<file path="src/core/nfc_consts.svh">
`ifndef NFC_CONSTS_SVH
`define NFC_CONSTS_SVH

// Register byte offsets on the Wishbone side
`define NFC_OFF_CTRL 8'h00
`define NFC_OFF_ADDR 8'h04
`define NFC_OFF_WDATA 8'h08
`define NFC_OFF_RDATA 8'h0c
`define NFC_OFF_STAT 8'h10
`define NFC_OFF_ISR 8'h14
`define NFC_OFF_IMR 8'h18
`define NFC_OFF_CFG 8'h1c

// Control register fields
`define NFC_CTRL_GO 0
`define NFC_CTRL_WRITE 1
`define NFC_CTRL_X16 2
`define NFC_CTRL_PDOWN 3
`define NFC_CTRL_WAIT_STS 4

// Status register fields
`define NFC_STAT_BUSY 0
`define NFC_STAT_RD_OK 1
`define NFC_STAT_WR_OK 2
`define NFC_STAT_STS 3

// Interrupt status and mask fields
`define NFC_IRQ_DONE 0
`define NFC_IRQ_STS_RISE 1
`define NFC_IRQ_STS_FALL 2
`define NFC_IRQ_REFUSED 3
`define NFC_IRQ_W 4

// Configuration fields: active select pattern, idle pattern, density code
`define NFC_CFG_CS_ACT_LO 0
`define NFC_CFG_CS_IDLE_LO 3
`define NFC_CFG_DENS_LO 6

// Reset values
`define NFC_CTRL_RST 5'h08
`define NFC_CFG_RST 8'hf8
`define NFC_IMR_RST 4'h0

// Clock period and pin timing, in ns
`define NFC_CLK_NS 5
`define NFC_SETUP_NS 10
`define NFC_ACC_NS 150
`define NFC_WP_NS 70
`define NFC_HOLD_NS 10
`define NFC_RST_READ_NS 210
`define NFC_RST_WRITE_NS 210

// Least times round up to whole cycles
`define NFC_CYC(ns) (((ns) + `NFC_CLK_NS - 1) / `NFC_CLK_NS)

`endif

</file>
<file path="src/core/nfc_pkg.sv">
package nfc_pkg;

    typedef enum logic [4:0] {
        NFC_IDLE = 5'h01,
        NFC_WAITRDY = 5'h02,
        NFC_SETUP = 5'h04,
        NFC_STROBE = 5'h08,
        NFC_HOLD = 5'h10
    } nfc_state_t;

    typedef logic [1:0] nfc_dens_t;

endpackage

</file>
<file path="src/core/nfc_host.sv">
`timescale 1ns/10ps
`include "nfc_consts.svh"
// Behaviour
// - Top address line follows chosen density
// - Only valid command writes start automation
// - Status pin may pulse on completion
// - Wait reset-to-read and reset-to-write delays
module nfc_host
    import nfc_pkg::*;
#(
    parameter int ADDR_W = 25
) (
    input wire logic CLK,
    input wire logic RST_N,
    input wire logic WB_CYC,
    input wire logic WB_STB,
    input wire logic WB_WE,
    input wire logic [7:0] WB_ADR,
    input wire logic [3:0] WB_SEL,
    input wire logic [31:0] WB_DAT_I,
    output logic [31:0] WB_DAT_O,
    output logic WB_ACK,
    output logic IRQ,
    output logic [ADDR_W-1:0] FLASH_ADDR,
    input wire logic [15:0] FLASH_DATA_I,
    output logic [15:0] FLASH_DATA_O,
    output logic FLASH_DATA_OE,
    output logic CHIP_SELECT_0,
    output logic CHIP_SELECT_1,
    output logic CHIP_SELECT_2,
    output logic OUT_EN_N,
    output logic WRITE_EN_N,
    output logic WIDTH_SEL_N,
    output logic RESET_POWERDOWN_N,
    input wire logic ACTIVITY_STATUS
);

    localparam logic [7:0] SETUP_CYC = 8'(`NFC_CYC(`NFC_SETUP_NS));
    localparam logic [7:0] ACC_CYC = 8'(`NFC_CYC(`NFC_ACC_NS));
    localparam logic [7:0] WP_CYC = 8'(`NFC_CYC(`NFC_WP_NS));
    localparam logic [7:0] HOLD_CYC = 8'(`NFC_CYC(`NFC_HOLD_NS));
    localparam logic [7:0] RD_WAKE_CYC = 8'(`NFC_CYC(`NFC_RST_READ_NS));
    localparam logic [7:0] WR_WAKE_CYC = 8'(`NFC_CYC(`NFC_RST_WRITE_NS));

    // Address lines A21..A24 exist; narrower or wider buses cannot be served
    if (ADDR_W < 22 || ADDR_W > 25) begin : g_bad_width
        $error("nfc_host: ADDR_W must be 22 to 25");
    end

    ////////////////////////////////////////////////////////////////////////////
    // Helpers

    // Keep only the address lines that the chosen density has
    function automatic logic [ADDR_W-1:0] dens_mask(input nfc_dens_t d);
        logic [ADDR_W-1:0] m;
        m = '1;
        for (int i = 22; i < ADDR_W; i++) begin
            if (i > 21 + int'(d)) begin
                m[i] = 1'b0;
            end
        end
        return m;
    endfunction

    // Merge written bytes under the byte enables
    function automatic logic [31:0] merge(input logic [31:0] old, input logic [31:0] nw,
                                          input logic [3:0] sel);
        logic [31:0] r;
        r = old;
        for (int b = 0; b < 4; b++) begin
            if (sel[b]) begin
                r[8*b +: 8] = nw[8*b +: 8];
            end
        end
        return r;
    endfunction

    ////////////////////////////////////////////////////////////////////////////
    // Wishbone slave

    logic ack_q;
    logic [31:0] dat_q;
    logic [4:0] ctrl_q;
    logic [31:0] addr_q;
    logic [15:0] wdata_q;
    logic [15:0] rdata_q;
    logic [7:0] cfg_q;
    logic [`NFC_IRQ_W-1:0] isr_q;
    logic [`NFC_IRQ_W-1:0] imr_q;
    logic [`NFC_IRQ_W-1:0] ev_d;
    logic [3:0] stat_d;
    logic wr_acc;
    logic go_wr;
    nfc_state_t state_q;

    assign wr_acc = WB_CYC && WB_STB && WB_WE && ack_q;
    assign go_wr = wr_acc && WB_ADR == `NFC_OFF_CTRL && WB_SEL[0] && WB_DAT_I[`NFC_CTRL_GO];

    // Answer one cycle after the request; drop ack the cycle after
    always_ff @(posedge CLK or negedge RST_N) begin
        if (!RST_N) begin
            ack_q <= 1'b0;
        end else begin
            ack_q <= WB_CYC && WB_STB && !ack_q;
        end
    end

    // Read data is captured alongside ack; unmapped offsets read zero
    always_ff @(posedge CLK or negedge RST_N) begin
        if (!RST_N) begin
            dat_q <= 32'h0;
        end else if (WB_CYC && WB_STB && !ack_q) begin
            case (WB_ADR)
                `NFC_OFF_CTRL: dat_q <= {27'h0, ctrl_q & 5'h1e};
                `NFC_OFF_ADDR: dat_q <= addr_q;
                `NFC_OFF_WDATA: dat_q <= {16'h0, wdata_q};
                `NFC_OFF_RDATA: dat_q <= {16'h0, rdata_q};
                `NFC_OFF_STAT: dat_q <= {28'h0, stat_d};
                `NFC_OFF_ISR: dat_q <= {28'h0, isr_q};
                `NFC_OFF_IMR: dat_q <= {28'h0, imr_q};
                `NFC_OFF_CFG: dat_q <= {24'h0, cfg_q};
                default: dat_q <= 32'h0;
            endcase
        end
    end

    assign WB_ACK = ack_q;
    assign WB_DAT_O = dat_q;

    // Software-written registers; go is a strobe and is not stored
    always_ff @(posedge CLK or negedge RST_N) begin
        if (!RST_N) begin
            ctrl_q <= `NFC_CTRL_RST;
            addr_q <= 32'h0;
            wdata_q <= 16'h0;
            cfg_q <= `NFC_CFG_RST;
            imr_q <= `NFC_IMR_RST;
        end else if (wr_acc) begin
            case (WB_ADR)
                `NFC_OFF_CTRL: ctrl_q <= 5'(merge({27'h0, ctrl_q}, WB_DAT_I, WB_SEL)) & 5'h1e;
                `NFC_OFF_ADDR: addr_q <= merge(addr_q, WB_DAT_I, WB_SEL);
                `NFC_OFF_WDATA: wdata_q <= 16'(merge({16'h0, wdata_q}, WB_DAT_I, WB_SEL));
                `NFC_OFF_IMR: imr_q <= 4'(merge({28'h0, imr_q}, WB_DAT_I, WB_SEL));
                `NFC_OFF_CFG: cfg_q <= 8'(merge({24'h0, cfg_q}, WB_DAT_I, WB_SEL));
                default: ;
            endcase
        end
    end

    ////////////////////////////////////////////////////////////////////////////
    // Interrupts

    logic sts_q;
    logic [7:0] wake_q;
    logic rd_ok;
    logic wr_ok;
    logic [`NFC_IRQ_W-1:0] clr;

    // Status pin edges mark sequencer activity, in level or pulse mode
    always_ff @(posedge CLK or negedge RST_N) begin
        if (!RST_N) begin
            sts_q <= 1'b1;
        end else begin
            sts_q <= ACTIVITY_STATUS;
        end
    end

    assign clr = (wr_acc && WB_ADR == `NFC_OFF_ISR && WB_SEL[0]) ?
                 WB_DAT_I[`NFC_IRQ_W-1:0] : '0;

    // Sticky bits; an event in the clearing cycle survives
    always_ff @(posedge CLK or negedge RST_N) begin
        if (!RST_N) begin
            isr_q <= '0;
        end else begin
            isr_q <= (isr_q & ~clr) | ev_d;
        end
    end

    assign IRQ = |(isr_q & imr_q);

    ////////////////////////////////////////////////////////////////////////////
    // Reset and power-down pin

    // Count up after release so reads and writes wait their own delay
    always_ff @(posedge CLK or negedge RST_N) begin
        if (!RST_N) begin
            wake_q <= 8'h0;
        end else if (ctrl_q[`NFC_CTRL_PDOWN]) begin
            wake_q <= 8'h0;
        end else if (wake_q != 8'hff) begin
            wake_q <= wake_q + 8'h1;
        end
    end

    assign rd_ok = wake_q >= RD_WAKE_CYC;
    assign wr_ok = wake_q >= WR_WAKE_CYC;
    assign RESET_POWERDOWN_N = !ctrl_q[`NFC_CTRL_PDOWN];
    assign WIDTH_SEL_N = ctrl_q[`NFC_CTRL_X16];
    assign stat_d = {ACTIVITY_STATUS, wr_ok, rd_ok, state_q != NFC_IDLE};

    ////////////////////////////////////////////////////////////////////////////
    // Pin cycle sequencer

    logic [7:0] cnt_q;
    logic dir_q;
    logic x16_q;
    logic [ADDR_W-1:0] fa_q;
    logic [15:0] fd_q;
    logic fd_oe_q;
    logic sel_q;
    logic oe_n_q;
    logic we_n_q;
    logic [2:0] cs_act;
    logic [2:0] cs_idle;

    assign cs_act = cfg_q[`NFC_CFG_CS_ACT_LO +: 3];
    assign cs_idle = cfg_q[`NFC_CFG_CS_IDLE_LO +: 3];

    // Events raised by the sequencer and the status pin
    always_comb begin
        ev_d = '0;
        ev_d[`NFC_IRQ_DONE] = state_q == NFC_HOLD && cnt_q == 8'h1;
        ev_d[`NFC_IRQ_STS_RISE] = ACTIVITY_STATUS && !sts_q;
        ev_d[`NFC_IRQ_STS_FALL] = !ACTIVITY_STATUS && sts_q;
        ev_d[`NFC_IRQ_REFUSED] = go_wr && (state_q != NFC_IDLE || ctrl_q[`NFC_CTRL_PDOWN]);
    end

    // One access at a time; a go while busy or powered down is refused
    always_ff @(posedge CLK or negedge RST_N) begin
        if (!RST_N) begin
            state_q <= NFC_IDLE;
            cnt_q <= 8'h0;
            dir_q <= 1'b0;
            x16_q <= 1'b0;
            fa_q <= '0;
            fd_q <= 16'h0;
            fd_oe_q <= 1'b0;
            sel_q <= 1'b0;
            oe_n_q <= 1'b1;
            we_n_q <= 1'b1;
            rdata_q <= 16'h0;
        end else begin
            case (state_q)
                NFC_IDLE: begin
                    if (go_wr && !ctrl_q[`NFC_CTRL_PDOWN]) begin
                        dir_q <= WB_DAT_I[`NFC_CTRL_WRITE];
                        x16_q <= WB_DAT_I[`NFC_CTRL_X16]; // Same width as the pin
                        fa_q <= addr_q[ADDR_W-1:0] & dens_mask(cfg_q[`NFC_CFG_DENS_LO +: 2]);
                        if (WB_DAT_I[`NFC_CTRL_X16]) begin
                            fa_q[0] <= 1'b0;
                        end
                        fd_q <= WB_DAT_I[`NFC_CTRL_X16] ? wdata_q : {8'h0, wdata_q[7:0]};
                        state_q <= NFC_WAITRDY;
                    end
                end
                NFC_WAITRDY: begin
                    // Optionally hold off until the sequencer reports ready
                    if ((dir_q ? wr_ok : rd_ok) &&
                        (!ctrl_q[`NFC_CTRL_WAIT_STS] || ACTIVITY_STATUS)) begin
                        sel_q <= 1'b1;
                        cnt_q <= SETUP_CYC;
                        state_q <= NFC_SETUP;
                    end
                end
                NFC_SETUP: begin
                    cnt_q <= cnt_q - 8'h1;
                    if (cnt_q == 8'h1) begin
                        if (dir_q) begin
                            we_n_q <= 1'b0;
                            fd_oe_q <= 1'b1;
                            cnt_q <= WP_CYC;
                        end else begin
                            oe_n_q <= 1'b0;
                            cnt_q <= ACC_CYC;
                        end
                        state_q <= NFC_STROBE;
                    end
                end
                NFC_STROBE: begin
                    cnt_q <= cnt_q - 8'h1;
                    if (cnt_q == 8'h1) begin
                        if (!dir_q) begin
                            // Byte mode: upper lanes are not driven by the flash
                            rdata_q <= x16_q ? FLASH_DATA_I : {8'h0, FLASH_DATA_I[7:0]};
                        end
                        we_n_q <= 1'b1;
                        oe_n_q <= 1'b1;
                        cnt_q <= HOLD_CYC;
                        state_q <= NFC_HOLD;
                    end
                end
                NFC_HOLD: begin
                    // Data and address stay put past the strobe edge
                    cnt_q <= cnt_q - 8'h1;
                    if (cnt_q == 8'h1) begin
                        sel_q <= 1'b0;
                        fd_oe_q <= 1'b0;
                        state_q <= NFC_IDLE;
                    end
                end
                default: state_q <= NFC_IDLE;
            endcase
        end
    end

    assign FLASH_ADDR = fa_q;
    assign FLASH_DATA_O = fd_q;
    assign FLASH_DATA_OE = fd_oe_q;
    assign OUT_EN_N = oe_n_q;
    assign WRITE_EN_N = we_n_q;
    assign CHIP_SELECT_0 = sel_q ? cs_act[0] : cs_idle[0];
    assign CHIP_SELECT_1 = sel_q ? cs_act[1] : cs_idle[1];
    assign CHIP_SELECT_2 = sel_q ? cs_act[2] : cs_idle[2];

endmodule

</file>
<file path="config.mk">
export PLATFORM = sky130hd
export DESIGN_NAME = nfc_host
export DESIGN_NICKNAME = d
export VERILOG_FILES = /design/src/core/nfc_pkg.sv /design/src/core/nfc_host.sv
export VERILOG_INCLUDE_DIRS = /design/src /design/src/core
export SDC_FILE = /design/constraint.sdc
export NUM_CORES = 1
export LEC_CHECK = 0
export BUFFER_PORTS_ARGS = -buffer_cell sky130_fd_sc_hd__clkbuf_2
export CORE_MARGIN = 4
export CORE_UTILIZATION = 45
export DETAILED_ROUTE_END_ITERATION = 7
export PLACE_DENSITY_LB_ADDON = 0.2
export SYNTH_ARGS = -nofsm -noshare
export SYNTH_HDL_FRONTEND = slang
export SYNTH_SLANG_ARGS = --single-unit
</file>
<file path="constraint.sdc">
create_clock -name CLK -period 2.78 [get_ports CLK]
set_clock_uncertainty 0.1 [all_clocks]
set_input_delay 0.139 -clock CLK [delete_from_list [all_inputs] [get_ports CLK]]
set_output_delay 0.139 -clock CLK [all_outputs]
set_load 0.03 [all_outputs]
</file>
==> flow_summary.yaml, run 1 <==
synthesis:
  postSynthAreaPerCell_um2: 11.9
  synth_cells: 702
  yosysMostFrequentCell: "dfrtp_1"
  ys.flop_type: "dfrtp_1"
  synth_commonest_cells: "dfrtp_1, nand2_1, mux2_2"
  synth_warnings: 0
  async_flop_share_pct: 100
  synth_fp_nets: 772
  netlist_area_um2: 8330
  yosysUniqueCellTypes: 64
  synth_area_leaders: "dfrtp_1, mux2_2, mux2_4"
  synth_top_area_share_pct: 52.9
  ys_seq_area_share_pct: 56.0
  synth_edf_count: 0
  ys_ff_latch: 186
  synth_largest_area_cell: "dfrtp_1"
drt:
  drtIter0Drc: 434
  drc: 0
  wire_per_inst_um: 18.5
  detail-route-antenna-nets: 0
  vias_per_cell: 5.47
  vias: 6284
  first_pass_iters: 5
  wl_um: 21200
setup_path:
  arrival_ps: 2690
  max_stage_delay_ps: 860
  r2r-start: "state_q[3]$_DFFE_PN0P_"
  crit_slowest_cell: "or4_4"
  critical_path.endpoint_type: "register"
  startpoint_type: "register"
  required_ps: 2990
  r2r_setup_slack_ps: 300
  r2r_cells: 4
  critPathMaxFanout: 56
  criticalPathCategory: "reg2reg"
  worstReg2RegEnd: "FLASH_ADDR[15]$_DFFE_PN0P_"
  path_cells: "nor3_1 -> nand3b_1 -> or4_4 -> mux2_4"
grt:
  gr-usage-met3_pct: 4.17
  grt_pass1_wl_um: 34100
  antenna_found_initial: 0
  busiest_layer: "met2"
  grtUsageTotal_pct: 21.0
  globalRouteMet2Util_pct: 34.8
  grt_max_degree: 76
  grt_pass1_vias: 6317
  grt-ovfl-total: 0
  gr-usage-met1_pct: 28.8
cts:
  postCtsSetupRepairBufs: 0
  insertion_delay_ps: 430
  clock-sinks: 186
  clockBufferDepth: 2
  htree_levels: 4
  cts_made_buffers: 17
  cts_tree: "built"
  post_cts_resized: 0
  cts_root_buf: "clkbuf_16"
  clkSlewWorstSetupHoldPaths_ps: 80
  ctsHoldBuffers: 49
pwr:
  power.total_mw: 5.55
  power_density_nw_per_um2: 532
  p_leak_nw: 5.32
  peakVddDrop_v: 0.000455
floorplanning:
  dieHeight_um: 144
  rows: 49
  die_x_um: 144
  io_pins: 149
  core_area_um2: 18100
  initial_core_util_pct: 46.1
  die_area_um2: 20800
flow_run:
  maxCapViolCount: 0
timing:
  worst_slew_margin_rel_pct: 47.8
  hold_violations: 0
  setup_ws_ps: 304
  tightest_slew_ps: 784
  post-route-period-util_pct: 89.1
  fin_hold_ws_ps: 77.2
  period_minus_slack_ps: 2480
  setup_viol: 0
  setup-tns-final_ps: 0
  drv_slew: 0
  rsz0062_at_grt: "false"
  fmax_ghz: 0.404
layout:
  syn_to_final_growth_pct: 25.0
  post_layout_nonfiller_instances: 1148
  drive_gt1_share_pct: 36.3
  layout.nets: 976
  utilization_pct: 57.6
  stdcell_area_um2: 10400
  n_antenna_cell: 0
hold_path:
  hp-class: "in2reg"
  hold_path_depth: 3
  hold_end: "addr_q[20]$_DFFE_PN0P_"
  worstHoldStart: "WB_SEL[2]"
placed_design:
  placed_area_um2: 9370
  place_inst: 1067
  place_ws_ps: 325
  gp_congestion: 0.895
  numPortBuffers: 148
  dp_hpwl_um: 15200
run_status:
  status: "finished, final reports clean"
flip-flops by register name, indices dropped and copies added (netlist names), 8 cells and up:
signal        flops
wake_q            8
WB_DAT_O         32
cfg_q             8
FLASH_ADDR       25
wdata_q          16
cnt_q             8
addr_q           32
FLASH_DATA_O     16
rdata_q          16
where the power goes:
group	internal (mW)	switching (mW)	total, mW
logic	0.172	0.233	0.405
registers	2.76	0.0674	2.83
clock network	1.18	1.13	2.31
cells in the final DEF (no fill, tap or decap), types with 3 or more instances in the layout:
master / count
a211oi_1: 4
a21o_1: 3
a21oi_1: 7
a221oi_1: 5
a22o_1: 9
a22oi_1: 14
a31oi_1: 6
and3_1: 7
buf_4: 16
clkbuf_16: 17
clkbuf_2: 147
clkinv_4: 3
clkinvlp_4: 4
dfrtp_1: 176
dfstp_2: 10
dlygate4sd3_1: 49
ha_1: 4
inv_1: 15
inv_6: 6
mux2_2: 68
mux2_4: 39
mux2i_1: 8
nand2_1: 108
nand2_4: 3
nand2b_1: 3
nand3_1: 27
nand3b_1: 4
nand4_1: 5
nor2_1: 28
nor2b_1: 3
nor3_1: 10
o211ai_1: 3
o21ai_0: 48
o22ai_1: 4
o2bb2ai_1: 3
or2_2: 3
xor2_1: 6
how the worst max path moves through the flow:
| stage | start | to | cells past startpoint |
|---|---|---|---|
| after CTS | state_q[3]$_DFFE_PN0P_ | FLASH_ADDR[15]$_DFFE_PN0P_ | 4 |
| after global routing | state_q[2]$_DFFE_PN0P_ | FLASH_ADDR[7]$_DFFE_PN0P_ | 4 |
| after floorplan | WB_ACK$_DFF_PN0_ | FLASH_ADDR[10]$_DFFE_PN0P_ | 7 |
| after global placement | state_q[3]$_DFFE_PN0P_ | FLASH_ADDR[7]$_DFFE_PN0P_ | 4 |
| after detailed placement | state_q[3]$_DFFE_PN0P_ | FLASH_ADDR[18]$_DFFE_PN0P_ | 4 |
| final | state_q[3]$_DFFE_PN0P_ | FLASH_ADDR[15]$_DFFE_PN0P_ | 4 |
metal layers:
layer	part of all wire [%]	up-vias
li1	-	2919
met1	45	3166
met2	49	181
met3	5.1	18
met4	0.89	0
met5	0	-
cell families after synthesis:
group,Yosys count,synth area share [%]
AO/OA/AOI/OAI,117,9.26
XOR/XNOR,7,0.736
adder cells (fa/ha/maj),4,0.601
buffers and inverters,45,2.36
flip-flops,186,56.0
multiplexers,116,17.4
AND/OR/NAND/NOR,227,13.6
critical path, delay by kind of cell (launching register included):
kind / cells / cell delay (ps)
AND/OR/NAND/NOR: 3 / 1380
multiplexers: 1 / 410
flip-flops: 1 / 450
layout make-up:
class	count	area, µm²
Fill cell	1523	7670
Sequential cell	186	4670
Multi-Input combinational cell	471	3470
Timing Repair Buffer	214	1380
Clock buffer	17	425
Tap cell	229	287
Clock inverter	15	131
Inverter	16	60.1
Power figures use the tool's default switching activity.
==> inputs of run 2 (changes only) <==
--- a/config.mk
+++ b/config.mk
@@ -7,6 +7,7 @@
 export NUM_CORES = 1
 export LEC_CHECK = 0
 export BUFFER_PORTS_ARGS = -buffer_cell sky130_fd_sc_hd__clkbuf_2
+export CORE_ASPECT_RATIO = 1.1
 export CORE_MARGIN = 4
 export CORE_UTILIZATION = 45
 export DETAILED_ROUTE_END_ITERATION = 7
==> flow_summary.yaml, run 2 (synthesis results as in run 1) <==
drt:
  drc: 0
  detail-route-antenna-nets: 0
  vias_per_cell: 5.36
  first_pass_iters: 5
  vias: 6211
  wire_per_inst_um: 18.4
  drtIter0Drc: 320
  wl_um: 21400
hold_path:
  hold_path_depth: 3
  worstHoldStart: "WB_SEL[3]"
  hp-class: "in2reg"
  hold_end: "addr_q[24]$_DFFE_PN0P_"
setup_path:
  arrival_ps: 2600
  worstReg2RegEnd: "cnt_q[5]$_DFFE_PN0P_"
  criticalPathCategory: "reg2reg"
  critPathMaxFanout: 10
  setup.worst_path.start: "cnt_q[1]$_DFFE_PN0P_"
  worst-path-buf-inv: 1
  critical_path.endpoint_type: "register"
  r2r_setup_slack_ps: 380
  max_stage_delay_ps: 490
  r2r_cells: 7
  required_ps: 2990
  path_cells: "inv_1 -> ha_1 -> or4b_1 -> nor2_2 -> o211ai_2 -> nor4b_1 -> a211o_1"
  path_delay_family: "simple AND/OR/NAND/NOR gates"
  crit_slowest_cell: "or4b_1"
  r2r-start: "cnt_q[1]$_DFFE_PN0P_"
  startpoint_type: "register"
timing:
  worst_slew_margin_rel_pct: 50.2
  hold_violations: 0
  setup_viol: 0
  rsz0062_at_grt: "false"
  period_minus_slack_ps: 2400
  setup-tns-final_ps: 0
  post-route-period-util_pct: 86.2
  setup_ws_ps: 384
  fmax_ghz: 0.417
  drv_slew: 0
  tightest_slew_ps: 741
floorplanning:
  dieHeight_um: 151
  die_area_um2: 20800
  initial_core_util_pct: 46.5
  die_x_um: 138
  io_pins: 149
  core_area_um2: 17900
  rows: 51
cts:
  clockBufferDepth: 2
  postCtsSetupRepairBufs: 0
  cts_tree: "built"
  htree_levels: 4
  clock-sinks: 186
  cts_root_buf: "clkbuf_16"
  clkSlewWorstSetupHoldPaths_ps: 70
  insertion_delay_ps: 430
  cts_made_buffers: 17
layout:
  seq_area_um2: 4670
  utilization_pct: 58.6
  nFillCells: 1507
  syn_to_final_growth_pct: 26.0
  drive_gt1_share_pct: 36.4
  final_cell_mix: "dfrtp_1, clkbuf_2, nand2_1"
  final_common_cell: "dfrtp_1"
  multi_input_area_um2: 3470
  layout.nets: 977
pwr:
  p_leak_nw: 5.36
  peakVddDrop_v: 0.000376
  power_density_nw_per_um2: 550
grt:
  antenna_found_initial: 1
  grt-ovfl-total: 0
  grtUsageTotal_pct: 21.2
  grt_pass1_vias: 6658
  grt_max_degree: 70
  grt_pass1_wl_um: 34300
placed_design:
  gp_congestion: 0.914
  numPortBuffers: 148
  place_ws_ps: 399
  dp_hpwl_um: 15500
flow_run:
  maxCapViolCount: 0
run_status:
  status: "finished, final reports clean"
[run 2: cell types whose count changed in the layout (fill, tap and decap cells not counted)]
cell and change:
clkinv_4 -1, clkinv_8 +1, bufinv_16 +2, diode_2 +1, buf_4 +1, inv_8 +4, inv_6 -3, clkinvlp_4 -3
[run 2: worst reg2reg max path, delay by kind of cell (launching register included)]
| kind | cells | cell delay, ps |
|---|---|---|
| AO/OA/AOI/OAI | 2 | 530 |
| adder cells (fa/ha/maj) | 1 | 150 |
| buffers and inverters | 1 | 100 |
| flip-flops | 1 | 390 |
| AND/OR/NAND/NOR | 3 | 1000 |
[run 2: how the worst max path moves through the flow]
stage | endpoint | cells past startpoint
final | cnt_q[5]$_DFFE_PN0P_ | 7
after global routing | FLASH_ADDR[7]$_DFFE_PN0P_ | 5
after CTS | cnt_q[5]$_DFFE_PN0P_ | 7
after detailed placement | FLASH_ADDR[20]$_DFFE_PN0P_ | 6
after global placement | FLASH_ADDR[19]$_DFFE_PN0P_ | 6
after floorplan | FLASH_ADDR[10]$_DFFE_PN0P_ | 7
[run 2: where the power goes]
group	total (mW)	switching [mW]	leakage, nW	internal, mW
sequential	2.83	0.0698	2.44	2.76
combinational	0.409	0.236	2.61	0.173
clock	2.54	1.16	0.303	1.38
total	5.78	1.46	5.36	4.32
[run 2: final cells by class]
class                   instances  share of cell area (%)
flip-flops and latches        186                    44.4
multi-input cells             471                    33.0
repair buffers                215                    13.2
clock buffers                  17                    4.05
well taps                     238                    2.84
clock inverters                15                    1.86
inverters                      16                   0.572
diodes                          1                  0.0238
[run 2: per-stage QoR]
stage	cells	total power, mW	hold WS [ps]	instance area (µm²)
global placement	1077	3.22	75.9	9390
detailed placement	1077	3.24	88.1	9390
CTS	1158	5.82	44.1	10500
global route	1159	6.00	66.7	10500
finish	1159	5.78	68.5	10500
floorplan	702	3.03	-257	8330
[run 2: repair_timing]
item,CTS,global route
resized for setup,0,0
endpoints found under the hold margin,144,0
hold buffers,49,0
[run 2: routing by layer]
| metal | share of wire [%] | track usage [%] | up-vias |
|---|---|---|---|
| li1 | - | - | 2926 |
| met1 | 42 | 26.6 | 3083 |
| met2 | 50 | 36.8 | 171 |
| met3 | 5.5 | 4.21 | 31 |
| met4 | 1.9 | 6.87 | 0 |
| met5 | 0 | 0 | - |
